$ cat src/inc/sts_map.vh
`ifndef STS_MAP_VH
`define STS_MAP_VH
// register byte offsets
`define STS_REG_CTRL 12'h000
`define STS_REG_TEST 12'h004
`define STS_REG_STAT 12'h008
`define STS_REG_FAIL 12'h00c
`define STS_REG_MON 12'h010
`define STS_REG_RCNT 12'h014
`define STS_REG_RATE 12'h018
`define STS_REG_VERS 12'h01c
// ctrl fields
`define STS_CTRL_GO 0
`define STS_CTRL_VIS 1
`define STS_CTRL_ROUTE_LO 4
`define STS_CTRL_RESET 32'h000000f0
// test register fields: [7:0] result valid strobes, [15:8] pass bits, [16] background
`define STS_TEST_PASS_LO 8
`define STS_TEST_BG 16
`define STS_NTEST 8
`define STS_FAIL_LIMIT 2'h3
`define STS_RESET_LIMIT 3'h4
`define STS_NMON 4
// timing, 250 MHz
`define STS_CLK_MHZ 250
`define STS_MON_MS 1000
`define STS_HOUR_S 3600
`define STS_RECOV_MS 1000
`define STS_MON_CYC (`STS_MON_MS * 1000 * `STS_CLK_MHZ)
`define STS_RECOV_CYC (`STS_RECOV_MS * 1000 * `STS_CLK_MHZ)
`define STS_HOUR_CYC (64'd3600 * 64'd1000000 * 64'd250)
`endif

$ cat src/core/sts_fail_filter.v
`timescale 1ns/100ps
// consecutive-failure filter for one test
module sts_fail_filter
(
  input wire aclk,
  input wire aresetn,
  input wire valid,
  input wire pass,
  output reg failed
);
`include "sts_map.vh"
  reg [1:0] cnt_ff;
  reg [1:0] nxt_cnt;
  always @*
  begin
    nxt_cnt = cnt_ff;
    if (valid && pass)
      nxt_cnt = 2'h0;
    else if (valid && cnt_ff != `STS_FAIL_LIMIT)
      nxt_cnt = cnt_ff + 2'h1;
  end
  always @(posedge aclk)
  begin
    if (!aresetn)
    begin
      cnt_ff <= 2'h0;
      failed <= 1'b0;
    end
    else
    begin
      cnt_ff <= nxt_cnt;
      failed <= (nxt_cnt == `STS_FAIL_LIMIT);
    end
  end
endmodule

$ cat src/core/sts_persist_timer.v
`timescale 1ns/100ps
// persistence timer: done once cond held for LIMIT cycles
module sts_persist_timer
#(
  parameter LIMIT = 250000000
)
(
  input wire aclk,
  input wire aresetn,
  input wire cond,
  output reg done
);
  reg [31:0] cnt_ff;
  always @(posedge aclk)
  begin
    if (!aresetn)
    begin
      cnt_ff <= 32'h0;
      done <= 1'b0;
    end
    else if (!cond)
    begin
      cnt_ff <= 32'h0;
      done <= 1'b0;
    end
    else if (cnt_ff >= LIMIT[31:0] - 32'h1)
      done <= 1'b1;
    else
      cnt_ff <= cnt_ff + 32'h1;
  end
endmodule

$ cat src/core/sts_supervisor.v
`timescale 1ns/100ps
`include "sts_map.vh"
// Function
// - critical power-up failure halts start-up, saves status, reports, drives critical alarm
// - both processors self-test and exchange; protection starts only after both pass
// - firmware versions must match and stored model must match configuration
// - on clean start-up read magnetics rating to choose 1 A or 5 A
// - enable outputs after init, then decide green indicator from all results
// - show startup banner after program memory test and display init
// - background tests run only when processor idle, never blocking ports
// - background failure declared only after three consecutive fails
// - most critical run-time failures force a recovery reset
// - distinguish power-up from malfunction reset; rerun only the failed hardware tests
// - successful reset records nothing, critical alarm de-energized during reset; red indicator during reset
// - failed reset shuts down board; display shows only failures latched since the recovery reset ended
// - at most four resets per hour; fifth goes to critical halt
// - recovery reset takes about one second
// - foreground I/O tests only when port idle, some each sample period
// - foreground failure counted only after three consecutive fails
// - trip circuit continuity monitored as a foreground test
// - trip unit up without fault detector for 1 s raises non-critical alarm
// - four monitor flags routed to non-critical alarm by default, also exported
// - critical alarm energized normally, de-energized when out of service
module sts_supervisor
#(
  parameter MON_CYC = `STS_MON_CYC,
  parameter RECOV_CYC = `STS_RECOV_CYC,
  parameter HOUR_CYC = 40'd900000000000,
  parameter [31:0] FW_VERSION = 32'h00000001 // arbitrary value
)
(
  input wire aclk,
  input wire aresetn,
  input wire [11:0] s_axi_awaddr,
  input wire s_axi_awvalid,
  output reg s_axi_awready,
  input wire [31:0] s_axi_wdata,
  input wire [3:0] s_axi_wstrb,
  input wire s_axi_wvalid,
  output reg s_axi_wready,
  output reg [1:0] s_axi_bresp,
  output reg s_axi_bvalid,
  input wire s_axi_bready,
  input wire [11:0] s_axi_araddr,
  input wire s_axi_arvalid,
  output reg s_axi_arready,
  output reg [31:0] s_axi_rdata,
  output reg [1:0] s_axi_rresp,
  output reg s_axi_rvalid,
  input wire s_axi_rready,
  input wire trip_unit_up,
  input wire fault_detector,
  input wire [3:0] port_busy,
  output reg critical_alarm,
  output reg noncrit_alarm,
  output reg green_led,
  output reg red_led,
  output reg outputs_enable,
  output reg protection_on,
  output reg startup_banner_text,
  output reg rating_5a,
  output reg board_shutdown,
  output reg [3:0] monitor_flags,
  output reg [7:0] display_code,
  output reg visual_test
);
  localparam ST_IDLE = 3'h0;
  localparam ST_SELF = 3'h1;
  localparam ST_INIT = 3'h2;
  localparam ST_RUN = 3'h3;
  localparam ST_RECOV = 3'h4;
  localparam ST_HALT = 3'h5;
  localparam ST_DOWN = 3'h6;

  // async pins through two flops
  reg [5:0] pin_s1_ff;
  reg [5:0] pin_s2_ff;
  always @(posedge aclk)
  begin
    if (!aresetn)
    begin
      pin_s1_ff <= 6'h0;
      pin_s2_ff <= 6'h0;
    end
    else
    begin
      pin_s1_ff <= {port_busy, fault_detector, trip_unit_up};
      pin_s2_ff <= pin_s1_ff;
    end
  end
  wire trip_s = pin_s2_ff[0];
  wire fd_s = pin_s2_ff[1];
  wire [3:0] busy_s = pin_s2_ff[5:2];

  reg [31:0] ctrl_ff;
  reg [7:0] vld_ff;
  reg [7:0] pass_ff;
  reg bg_ff;
  reg [2:0] st_ff;
  reg [7:0] crit_mask_ff;
  reg [7:0] rerun_ff;
  reg [2:0] rcnt_ff;
  reg [39:0] hour_ff;
  reg [31:0] recov_ff;
  reg [31:0] stat_ff;
  reg [7:0] fail_lat_ff;
  reg power_up_ff;
  reg [31:0] rate_ff;
  reg [31:0] mon_ff;
  wire [7:0] failed;
  wire mon_done;
  wire recov_end = (st_ff == ST_RECOV) && (recov_ff >= RECOV_CYC - 32'h1);

  // per-test filters; tests 0..3 are foreground ports, test 7 is trip circuit
  genvar gi;
  generate
    for (gi = 0; gi < `STS_NTEST; gi = gi + 1)
    begin : g_filt
      wire busy_gate = (gi < 4) ? busy_s[gi % 4] : 1'b0;
      sts_fail_filter u_filt
      (
        .aclk(aclk),
        .aresetn(aresetn & ~(recov_end & rerun_ff[gi])),
        .valid(vld_ff[gi] & ~busy_gate),
        .pass(pass_ff[gi]),
        .failed(failed[gi])
      );
    end
  endgenerate

  sts_persist_timer #(.LIMIT(MON_CYC)) u_mon
  (
    .aclk(aclk),
    .aresetn(aresetn),
    .cond(trip_s & ~fd_s),
    .done(mon_done)
  );

  function sel;
    input [11:0] addr;
    input [11:0] off;
    begin
      sel = (addr[11:2] == off[11:2]);
    end
  endfunction

  // axi write
  reg [11:0] aw_ff;
  reg aw_got_ff;
  reg [31:0] wd_ff;
  reg w_got_ff;
  wire wr_go = aw_got_ff & w_got_ff & ~s_axi_bvalid;
  wire wr_ok = sel(aw_ff, `STS_REG_CTRL) | sel(aw_ff, `STS_REG_TEST) | sel(aw_ff, `STS_REG_RATE);
  always @(posedge aclk)
  begin
    if (!aresetn)
    begin
      s_axi_awready <= 1'b1;
      s_axi_wready <= 1'b1;
      s_axi_bvalid <= 1'b0;
      s_axi_bresp <= 2'h0;
      aw_ff <= 12'h0;
      wd_ff <= 32'h0;
      aw_got_ff <= 1'b0;
      w_got_ff <= 1'b0;
    end
    else
    begin
      if (s_axi_awvalid && s_axi_awready)
      begin
        aw_ff <= s_axi_awaddr;
        aw_got_ff <= 1'b1;
        s_axi_awready <= 1'b0;
      end
      if (s_axi_wvalid && s_axi_wready)
      begin
        wd_ff <= s_axi_wdata;
        w_got_ff <= 1'b1;
        s_axi_wready <= 1'b0;
      end
      if (wr_go)
      begin
        s_axi_bvalid <= 1'b1;
        s_axi_bresp <= wr_ok ? 2'h0 : 2'h2;
        aw_got_ff <= 1'b0;
        w_got_ff <= 1'b0;
      end
      if (s_axi_bvalid && s_axi_bready)
      begin
        s_axi_bvalid <= 1'b0;
        s_axi_awready <= 1'b1;
        s_axi_wready <= 1'b1;
      end
    end
  end
  wire wr_ctrl = wr_go & sel(aw_ff, `STS_REG_CTRL);
  wire wr_test = wr_go & sel(aw_ff, `STS_REG_TEST);
  wire wr_rate = wr_go & sel(aw_ff, `STS_REG_RATE);

  // axi read
  always @(posedge aclk)
  begin
    if (!aresetn)
    begin
      s_axi_arready <= 1'b1;
      s_axi_rvalid <= 1'b0;
      s_axi_rdata <= 32'h0;
      s_axi_rresp <= 2'h0;
    end
    else if (s_axi_arvalid && s_axi_arready)
    begin
      s_axi_arready <= 1'b0;
      s_axi_rvalid <= 1'b1;
      s_axi_rresp <= 2'h0;
      if (sel(s_axi_araddr, `STS_REG_CTRL))
        s_axi_rdata <= ctrl_ff;
      else if (sel(s_axi_araddr, `STS_REG_STAT))
        s_axi_rdata <= stat_ff;
      else if (sel(s_axi_araddr, `STS_REG_FAIL))
        s_axi_rdata <= {24'h0, fail_lat_ff};
      else if (sel(s_axi_araddr, `STS_REG_MON))
        s_axi_rdata <= mon_ff;
      else if (sel(s_axi_araddr, `STS_REG_RCNT))
        s_axi_rdata <= {29'h0, rcnt_ff};
      else if (sel(s_axi_araddr, `STS_REG_RATE))
        s_axi_rdata <= rate_ff;
      else if (sel(s_axi_araddr, `STS_REG_VERS))
        s_axi_rdata <= FW_VERSION;
      else
      begin
        s_axi_rdata <= 32'h0;
        s_axi_rresp <= 2'h2;
      end
    end
    else if (s_axi_rvalid && s_axi_rready)
    begin
      s_axi_rvalid <= 1'b0;
      s_axi_arready <= 1'b1;
    end
  end

  // test results and control
  wire [7:0] wstb = wd_ff[7:0];
  always @(posedge aclk)
  begin
    if (!aresetn)
    begin
      ctrl_ff <= `STS_CTRL_RESET;
      vld_ff <= 8'h0;
      pass_ff <= 8'h0;
      bg_ff <= 1'b0;
      rate_ff <= 32'h0;
    end
    else
    begin
      vld_ff <= wr_test ? wstb : 8'h0;
      if (wr_test)
      begin
        pass_ff <= wd_ff[15:8];
        bg_ff <= wd_ff[`STS_TEST_BG];
      end
      if (wr_ctrl)
        ctrl_ff <= wd_ff;
      else
        ctrl_ff[`STS_CTRL_GO] <= 1'b0;
      if (wr_rate)
        rate_ff <= wd_ff;
    end
  end

  // stat word: [0] cpu0 pass [1] cpu1 pass [2] fw ok [3] model ok [4] prog mem ok [5] display ok [6] rating 5a
  wire self_ok = stat_ff[0] & stat_ff[1];
  wire cfg_ok = stat_ff[2] & stat_ff[3];
  wire crit_fail = |(failed & crit_mask_ff);

  always @(posedge aclk)
  begin
    if (!aresetn)
    begin
      st_ff <= ST_IDLE;
      stat_ff <= 32'h0;
      crit_mask_ff <= 8'h0f;
      rerun_ff <= 8'hff;
      recov_ff <= 32'h0;
      fail_lat_ff <= 8'h0;
      power_up_ff <= 1'b1;
      rcnt_ff <= 3'h0;
      hour_ff <= 40'h0;
    end
    else
    begin
      if (wr_rate)
        stat_ff <= wd_ff;
      fail_lat_ff <= fail_lat_ff | failed;
      // rolling one-hour reset count, held through recovery resets
      if (rcnt_ff != 3'h0)
      begin
        if (hour_ff >= HOUR_CYC - 40'h1)
        begin
          hour_ff <= 40'h0;
          rcnt_ff <= rcnt_ff - 3'h1;
        end
        else
          hour_ff <= hour_ff + 40'h1;
      end
      case (st_ff)
        ST_IDLE:
          if (ctrl_ff[`STS_CTRL_GO])
            st_ff <= ST_SELF;
        ST_SELF:
          if (!self_ok || !cfg_ok)
            st_ff <= power_up_ff ? ST_HALT : ST_DOWN;
          else
            st_ff <= ST_INIT;
        ST_INIT:
          st_ff <= ST_RUN;
        ST_RUN:
          if (crit_fail && bg_ff)
          begin
            power_up_ff <= 1'b0;
            rerun_ff <= failed & crit_mask_ff;
            if (rcnt_ff == `STS_RESET_LIMIT)
              st_ff <= ST_HALT;
            else
            begin
              rcnt_ff <= rcnt_ff + 3'h1;
              recov_ff <= 32'h0;
              st_ff <= ST_RECOV;
            end
          end
        ST_RECOV:
          if (recov_end)
          begin
            st_ff <= ST_IDLE;
            fail_lat_ff <= 8'h0;
          end
          else
            recov_ff <= recov_ff + 32'h1;
        ST_HALT:
          st_ff <= ST_HALT;
        ST_DOWN:
          st_ff <= ST_DOWN;
        default:
          st_ff <= ST_IDLE;
      endcase
    end
  end

  // outputs
  always @(posedge aclk)
  begin
    if (!aresetn)
    begin
      critical_alarm <= 1'b0;
      noncrit_alarm <= 1'b0;
      green_led <= 1'b0;
      red_led <= 1'b0;
      outputs_enable <= 1'b0;
      protection_on <= 1'b0;
      startup_banner_text <= 1'b0;
      rating_5a <= 1'b0;
      board_shutdown <= 1'b0;
      monitor_flags <= 4'h0;
      display_code <= 8'h0;
      visual_test <= 1'b0;
      mon_ff <= 32'h0;
    end
    else
    begin
      critical_alarm <= (st_ff == ST_RUN) && !crit_fail;
      protection_on <= (st_ff == ST_RUN) && self_ok;
      outputs_enable <= (st_ff == ST_RUN);
      green_led <= (st_ff == ST_RUN) && (fail_lat_ff == 8'h0) && cfg_ok;
      red_led <= (st_ff == ST_RECOV) || (st_ff == ST_HALT) || (st_ff == ST_DOWN);
      startup_banner_text <= (st_ff == ST_SELF || st_ff == ST_INIT) && stat_ff[4] && stat_ff[5];
      if (st_ff == ST_INIT)
        rating_5a <= stat_ff[6];
      board_shutdown <= (st_ff == ST_DOWN);
      display_code <= fail_lat_ff | rerun_ff & {8{st_ff == ST_RECOV}};
      monitor_flags <= {failed[6], fail_lat_ff[5], mon_done, failed[7]};
      noncrit_alarm <= |({failed[6], fail_lat_ff[5], mon_done, failed[7]} & ctrl_ff[7:4]);
      mon_ff <= {28'h0, failed[6], fail_lat_ff[5], mon_done, failed[7]};
      visual_test <= ctrl_ff[`STS_CTRL_VIS] && (st_ff == ST_RUN);
    end
  end
endmodule

$ cat config.mk
export PLATFORM = sky130hd
export DESIGN_NAME = sts_supervisor
export DESIGN_NICKNAME = d
export VERILOG_FILES = /design/src/core/sts_fail_filter.v /design/src/core/sts_persist_timer.v /design/src/core/sts_supervisor.v
export VERILOG_INCLUDE_DIRS = /design/src /design/src/inc
export SDC_FILE = /design/constraint.sdc
export NUM_CORES = 1
export LEC_CHECK = 0
export BUFFER_PORTS_ARGS = -buffer_cell sky130_fd_sc_hd__buf_2
export CORE_MARGIN = 4
export CORE_UTILIZATION = 50
export CTS_CLUSTER_SIZE = 16
export DETAILED_ROUTE_END_ITERATION = 8
export GPL_ROUTABILITY_DRIVEN = 0
export PLACE_DENSITY = 0.69
export RECOVER_POWER = 50
export SLEW_MARGIN = 20
export SYNTH_ARGS = -nofsm -noshare
export SYNTH_HDL_FRONTEND = slang
export SYNTH_SLANG_ARGS = --single-unit
$ cat constraint.sdc
create_clock -name aclk -period 5.6 [get_ports aclk]
set_input_delay 0.56 -clock aclk [delete_from_list [all_inputs] [get_ports aclk]]
set_output_delay 0.56 -clock aclk [all_outputs]
set_load 0.005 [all_outputs]
==> summary.txt <==
Run status
  • Outcome: finished with violations
  • Failing checks: max-capacitance violations, max-slew violations

Critical path
  • Stages on worst setup path: 4
  • Top fanout value on the critical path: 84
  • Critical path endpoint category: flop
  • CP Data Required Time: 5860 ps
  • Buf+Inv Stages, Crit Path: 3
  • Arr. time, crit path: 4130 ps
  • Cell Chain, Critical Path: clkbuf_1 -> inv_4 -> clkbuf_1 -> nor3_1
  • CP Class: in -> reg
  • CP peak stage delay: 2520 ps
  • CP max stage cell: clkbuf_1
  • Worst reg2reg path depth: 8
  • Critical path startpoint category: input pin
  • Crit-path most repeated cell: clkbuf_1
  • Critical path's top delay family: buffers and inverters

Synth
  • Top_reg_cell synth: dfxtp_1
  • Synthesis Warnings: 0
  • Sequential share of the synthesized area: 49.1%
  • Synth cell types: 71
  • Synthesized area: 14,100 um2
  • Post-synth EDFFs: 0
  • Ys async rst share: 0%
  • Yosys reg bits: 346
  • Syn_area_per_cell: 8.36 um2
  • Cells after Synth: 1,688

Clock tree
  • Sink Count: 346
  • CTS tree: built
  • CTS buffer count: 37
  • Setup Buffers After CTS: 0
  • Worst skew pair latency: 530 ps
  • # resized after CTS: 0
  • Htree depth: 2
  • Clock buffer depth: 3
  • Post-CTS Hold Buffers: 0
  • CTS Root Cell: clkbuf_16
  • Worst-path clk slew: 60 ps

Global route
  • GRT Overall Usage: 21.6%
  • First-pass GRT wire length: 56,200 um
  • Vias in the first global route: 11,335
  • Initial antenna violation count: 2
  • Largest net degree at the start of global routing: 85
  • Total gr overflow: 0

Die
  • Chip Height: 176 um
  • Core Footprint: 27,900 um2
  • Num rows: 61
  • Die X: 176 um
  • Top Ports: 136
  • Initial Util: 50.7%
  • Die Footprint: 31,000 um2

STA
  • RSZ-0062 raised after global routing: false
  • Worst-Margin Slew: 3540 ps
  • Min Tclk post-route: 3880 ps
  • Setup TNS: 0 ps
  • Setup violators final: 0
  • Final Max Slew Viols: 125
  • Fin Clk Skew: 27.8 ps
  • Post-route clock period utilization: 69.2%
  • Peak Freq: 258 MHz
  • Relative slew slack: -136%
  • Fin. Hold Viols: 0

Worst hold path
  • Worst hold path stage count: 2
  • Hold WC Path Type: in -> reg

Power and ir drop
  • Power share of the sequential group: 47.7%
  • Pwr Density: 328 nW/um2
  • Psw: 1160 uW
  • P_leak: 0.00601 uW
  • Logic gate share of total power: 3.8%
  • Max rail drop VDD: 0.197 mV
  • Sw Ratio: 21.9%
  • Clock power share: 48.5%
  • Internal: 4160 uW

Layout
  • Nets: 1,860
  • Commonest non-fill, non-tap cells in the layout: dfxtp_1 (346), nand2_1 (290), nor2_1 (192), a21oi_1 (170), buf_2 (95)
  • Proportion of layout cells with a drive suffix above 1: 10.8%
  • Final core occ: 58.2%
  • Area grow syn2layout: 14.8%
  • Commonest non-fill, non-tap cell in the layout: dfxtp_1

Detailed routing
  • Drt total wl: 34,500 um
  • Avg WL per Cell: 15.8 um
  • Drt drc: 0
  • Vias: 12,153
  • Antenna-violating nets left: 0
  • Via-per-instance ratio: 5.57
  • DR pass1 iterations: 4
  • DRT iter0 DRCs: 715

Placement
  • PortBufs: 125
  • DP HPWL: 23,000 um

Run
  • Max cap viols: 2
[synth_stat cells, types with 4 or more instances]
| library cell | instances | area [um2] |
|---|---|---|
| o211ai_1 | 10 | 75.1 |
| nand3_1 | 62 | 310 |
| nor3b_1 | 4 | 30.0 |
| nor2b_1 | 7 | 43.8 |
| nor3_1 | 57 | 285 |
| nand2_1 | 291 | 1090 |
| inv_1 | 25 | 93.8 |
| nand3b_1 | 8 | 60.1 |
| nor2_1 | 192 | 721 |
| o21ai_1 | 4 | 20.0 |
| dfxtp_1 | 346 | 6930 |
| buf_1 | 6 | 22.5 |
| a31oi_1 | 7 | 43.8 |
| xnor2_1 | 37 | 324 |
| or3_1 | 16 | 100 |
| a211oi_1 | 28 | 210 |
| nor4_1 | 15 | 93.8 |
| xor2_1 | 28 | 245 |
| and3_1 | 21 | 131 |
| and4_1 | 11 | 96.3 |
| nand2b_1 | 14 | 87.6 |
| a22o_1 | 4 | 35.0 |
| ha_1 | 14 | 175 |
| a21oi_1 | 170 | 851 |
| a221oi_1 | 29 | 254 |
| a22oi_1 | 8 | 60.1 |
| buf_2 | 14 | 70.1 |
| mux2i_1 | 13 | 130 |
| or4_1 | 10 | 75.1 |
| o21ai_0 | 28 | 140 |
| clkbuf_1 | 75 | 282 |
| nand4_1 | 26 | 163 |
| and2_1 | 43 | 269 |
[cells by family (layout without fill, tap and decap cells)]
kind of cell | Yosys count | count (layout) | share of synthesized area [%]
compound gates | 331 | 331 | 14.8
xor+xnor | 65 | 65 | 4.03
fa+ha+maj | 14 | 14 | 1.24
buf+inv | 125 | 238 | 3.70
flops | 346 | 346 | 49.1
mux | 13 | 13 | 0.922
other cells | 1 | 3 | 0.0266
simple gates | 793 | 793 | 26.2
[flip-flops by register name, indices dropped and copies added, names as in the netlist, 16 cells and up]
name                  count
g_filt.u_filt.cnt_ff     16
s_axi_rdata              32
hour_ff                  40
u_mon.cnt_ff             32
ctrl_ff                  32
recov_ff                 32
stat_ff                  32
wd_ff                    32
[layer usage]
| metal | part of all wire, % | wire [um] | track usage [%] |
|---|---|---|---|
| met1 | 46 | 15900 | 29.4 |
| met2 | 47 | 16100 | 36.1 |
| met3 | 4.9 | 1680 | 3.58 |
| met4 | 2.1 | 719 | 5.69 |
| met5 | 0.038 | 13 | 0 |
[power by group through the flow]
| stage | registers (uW) | logic, uW | clock network, uW |
|---|---|---|---|
| 3_3_place_gp | 2590 | 202 | 0 |
| 6_report | 2540 | 200 | 2580 |
| 2_1_floorplan | 2580 | 124 | 0 |
| 3_5_place_dp | 2590 | 205 | 0 |
| 5_1_grt | 2540 | 225 | 2730 |
| 4_1_cts | 2540 | 206 | 2630 |
[final cells by class]
| class | instances | area [um2] |
|---|---|---|
| diodes | 1 | 2.50 |
| repair buffers | 145 | 704 |
| inverters | 25 | 96.3 |
| clock buffers | 51 | 1070 |
| well taps | 378 | 473 |
| clock inverters | 17 | 238 |
| flip-flops and latches | 346 | 6930 |
| multi-input cells | 1218 | 6700 |
| fillers | 2566 | 11600 |
[path summary, 6_finish.rpt]
path	slack [ps]	from	end
worst max register to register	2740	rcnt_ff[1]	recov_ff[11]
worst min-delay path	230	s_axi_awvalid	s_axi_awready
worst min register to register	430	pin_s1_ff[4]	pin_s2_ff[4]
worst max-delay path	1720	aresetn	s_axi_rdata[20]
[through the flow]
step	power, uW	hold WS, ps	instance area (um2)	setup WS [ps]	instances
after floorplan	2710	411	14100	3360	1689
after global placement	2790	418	15000	2850	2111
after detailed placement	2800	423	15000	2800	2111
after CTS	5370	212	16300	2780	2179
after global routing	5500	225	16200	1280	2181
final	5320	230	16200	1720	2181
Power figures use the tool's default switching activity.
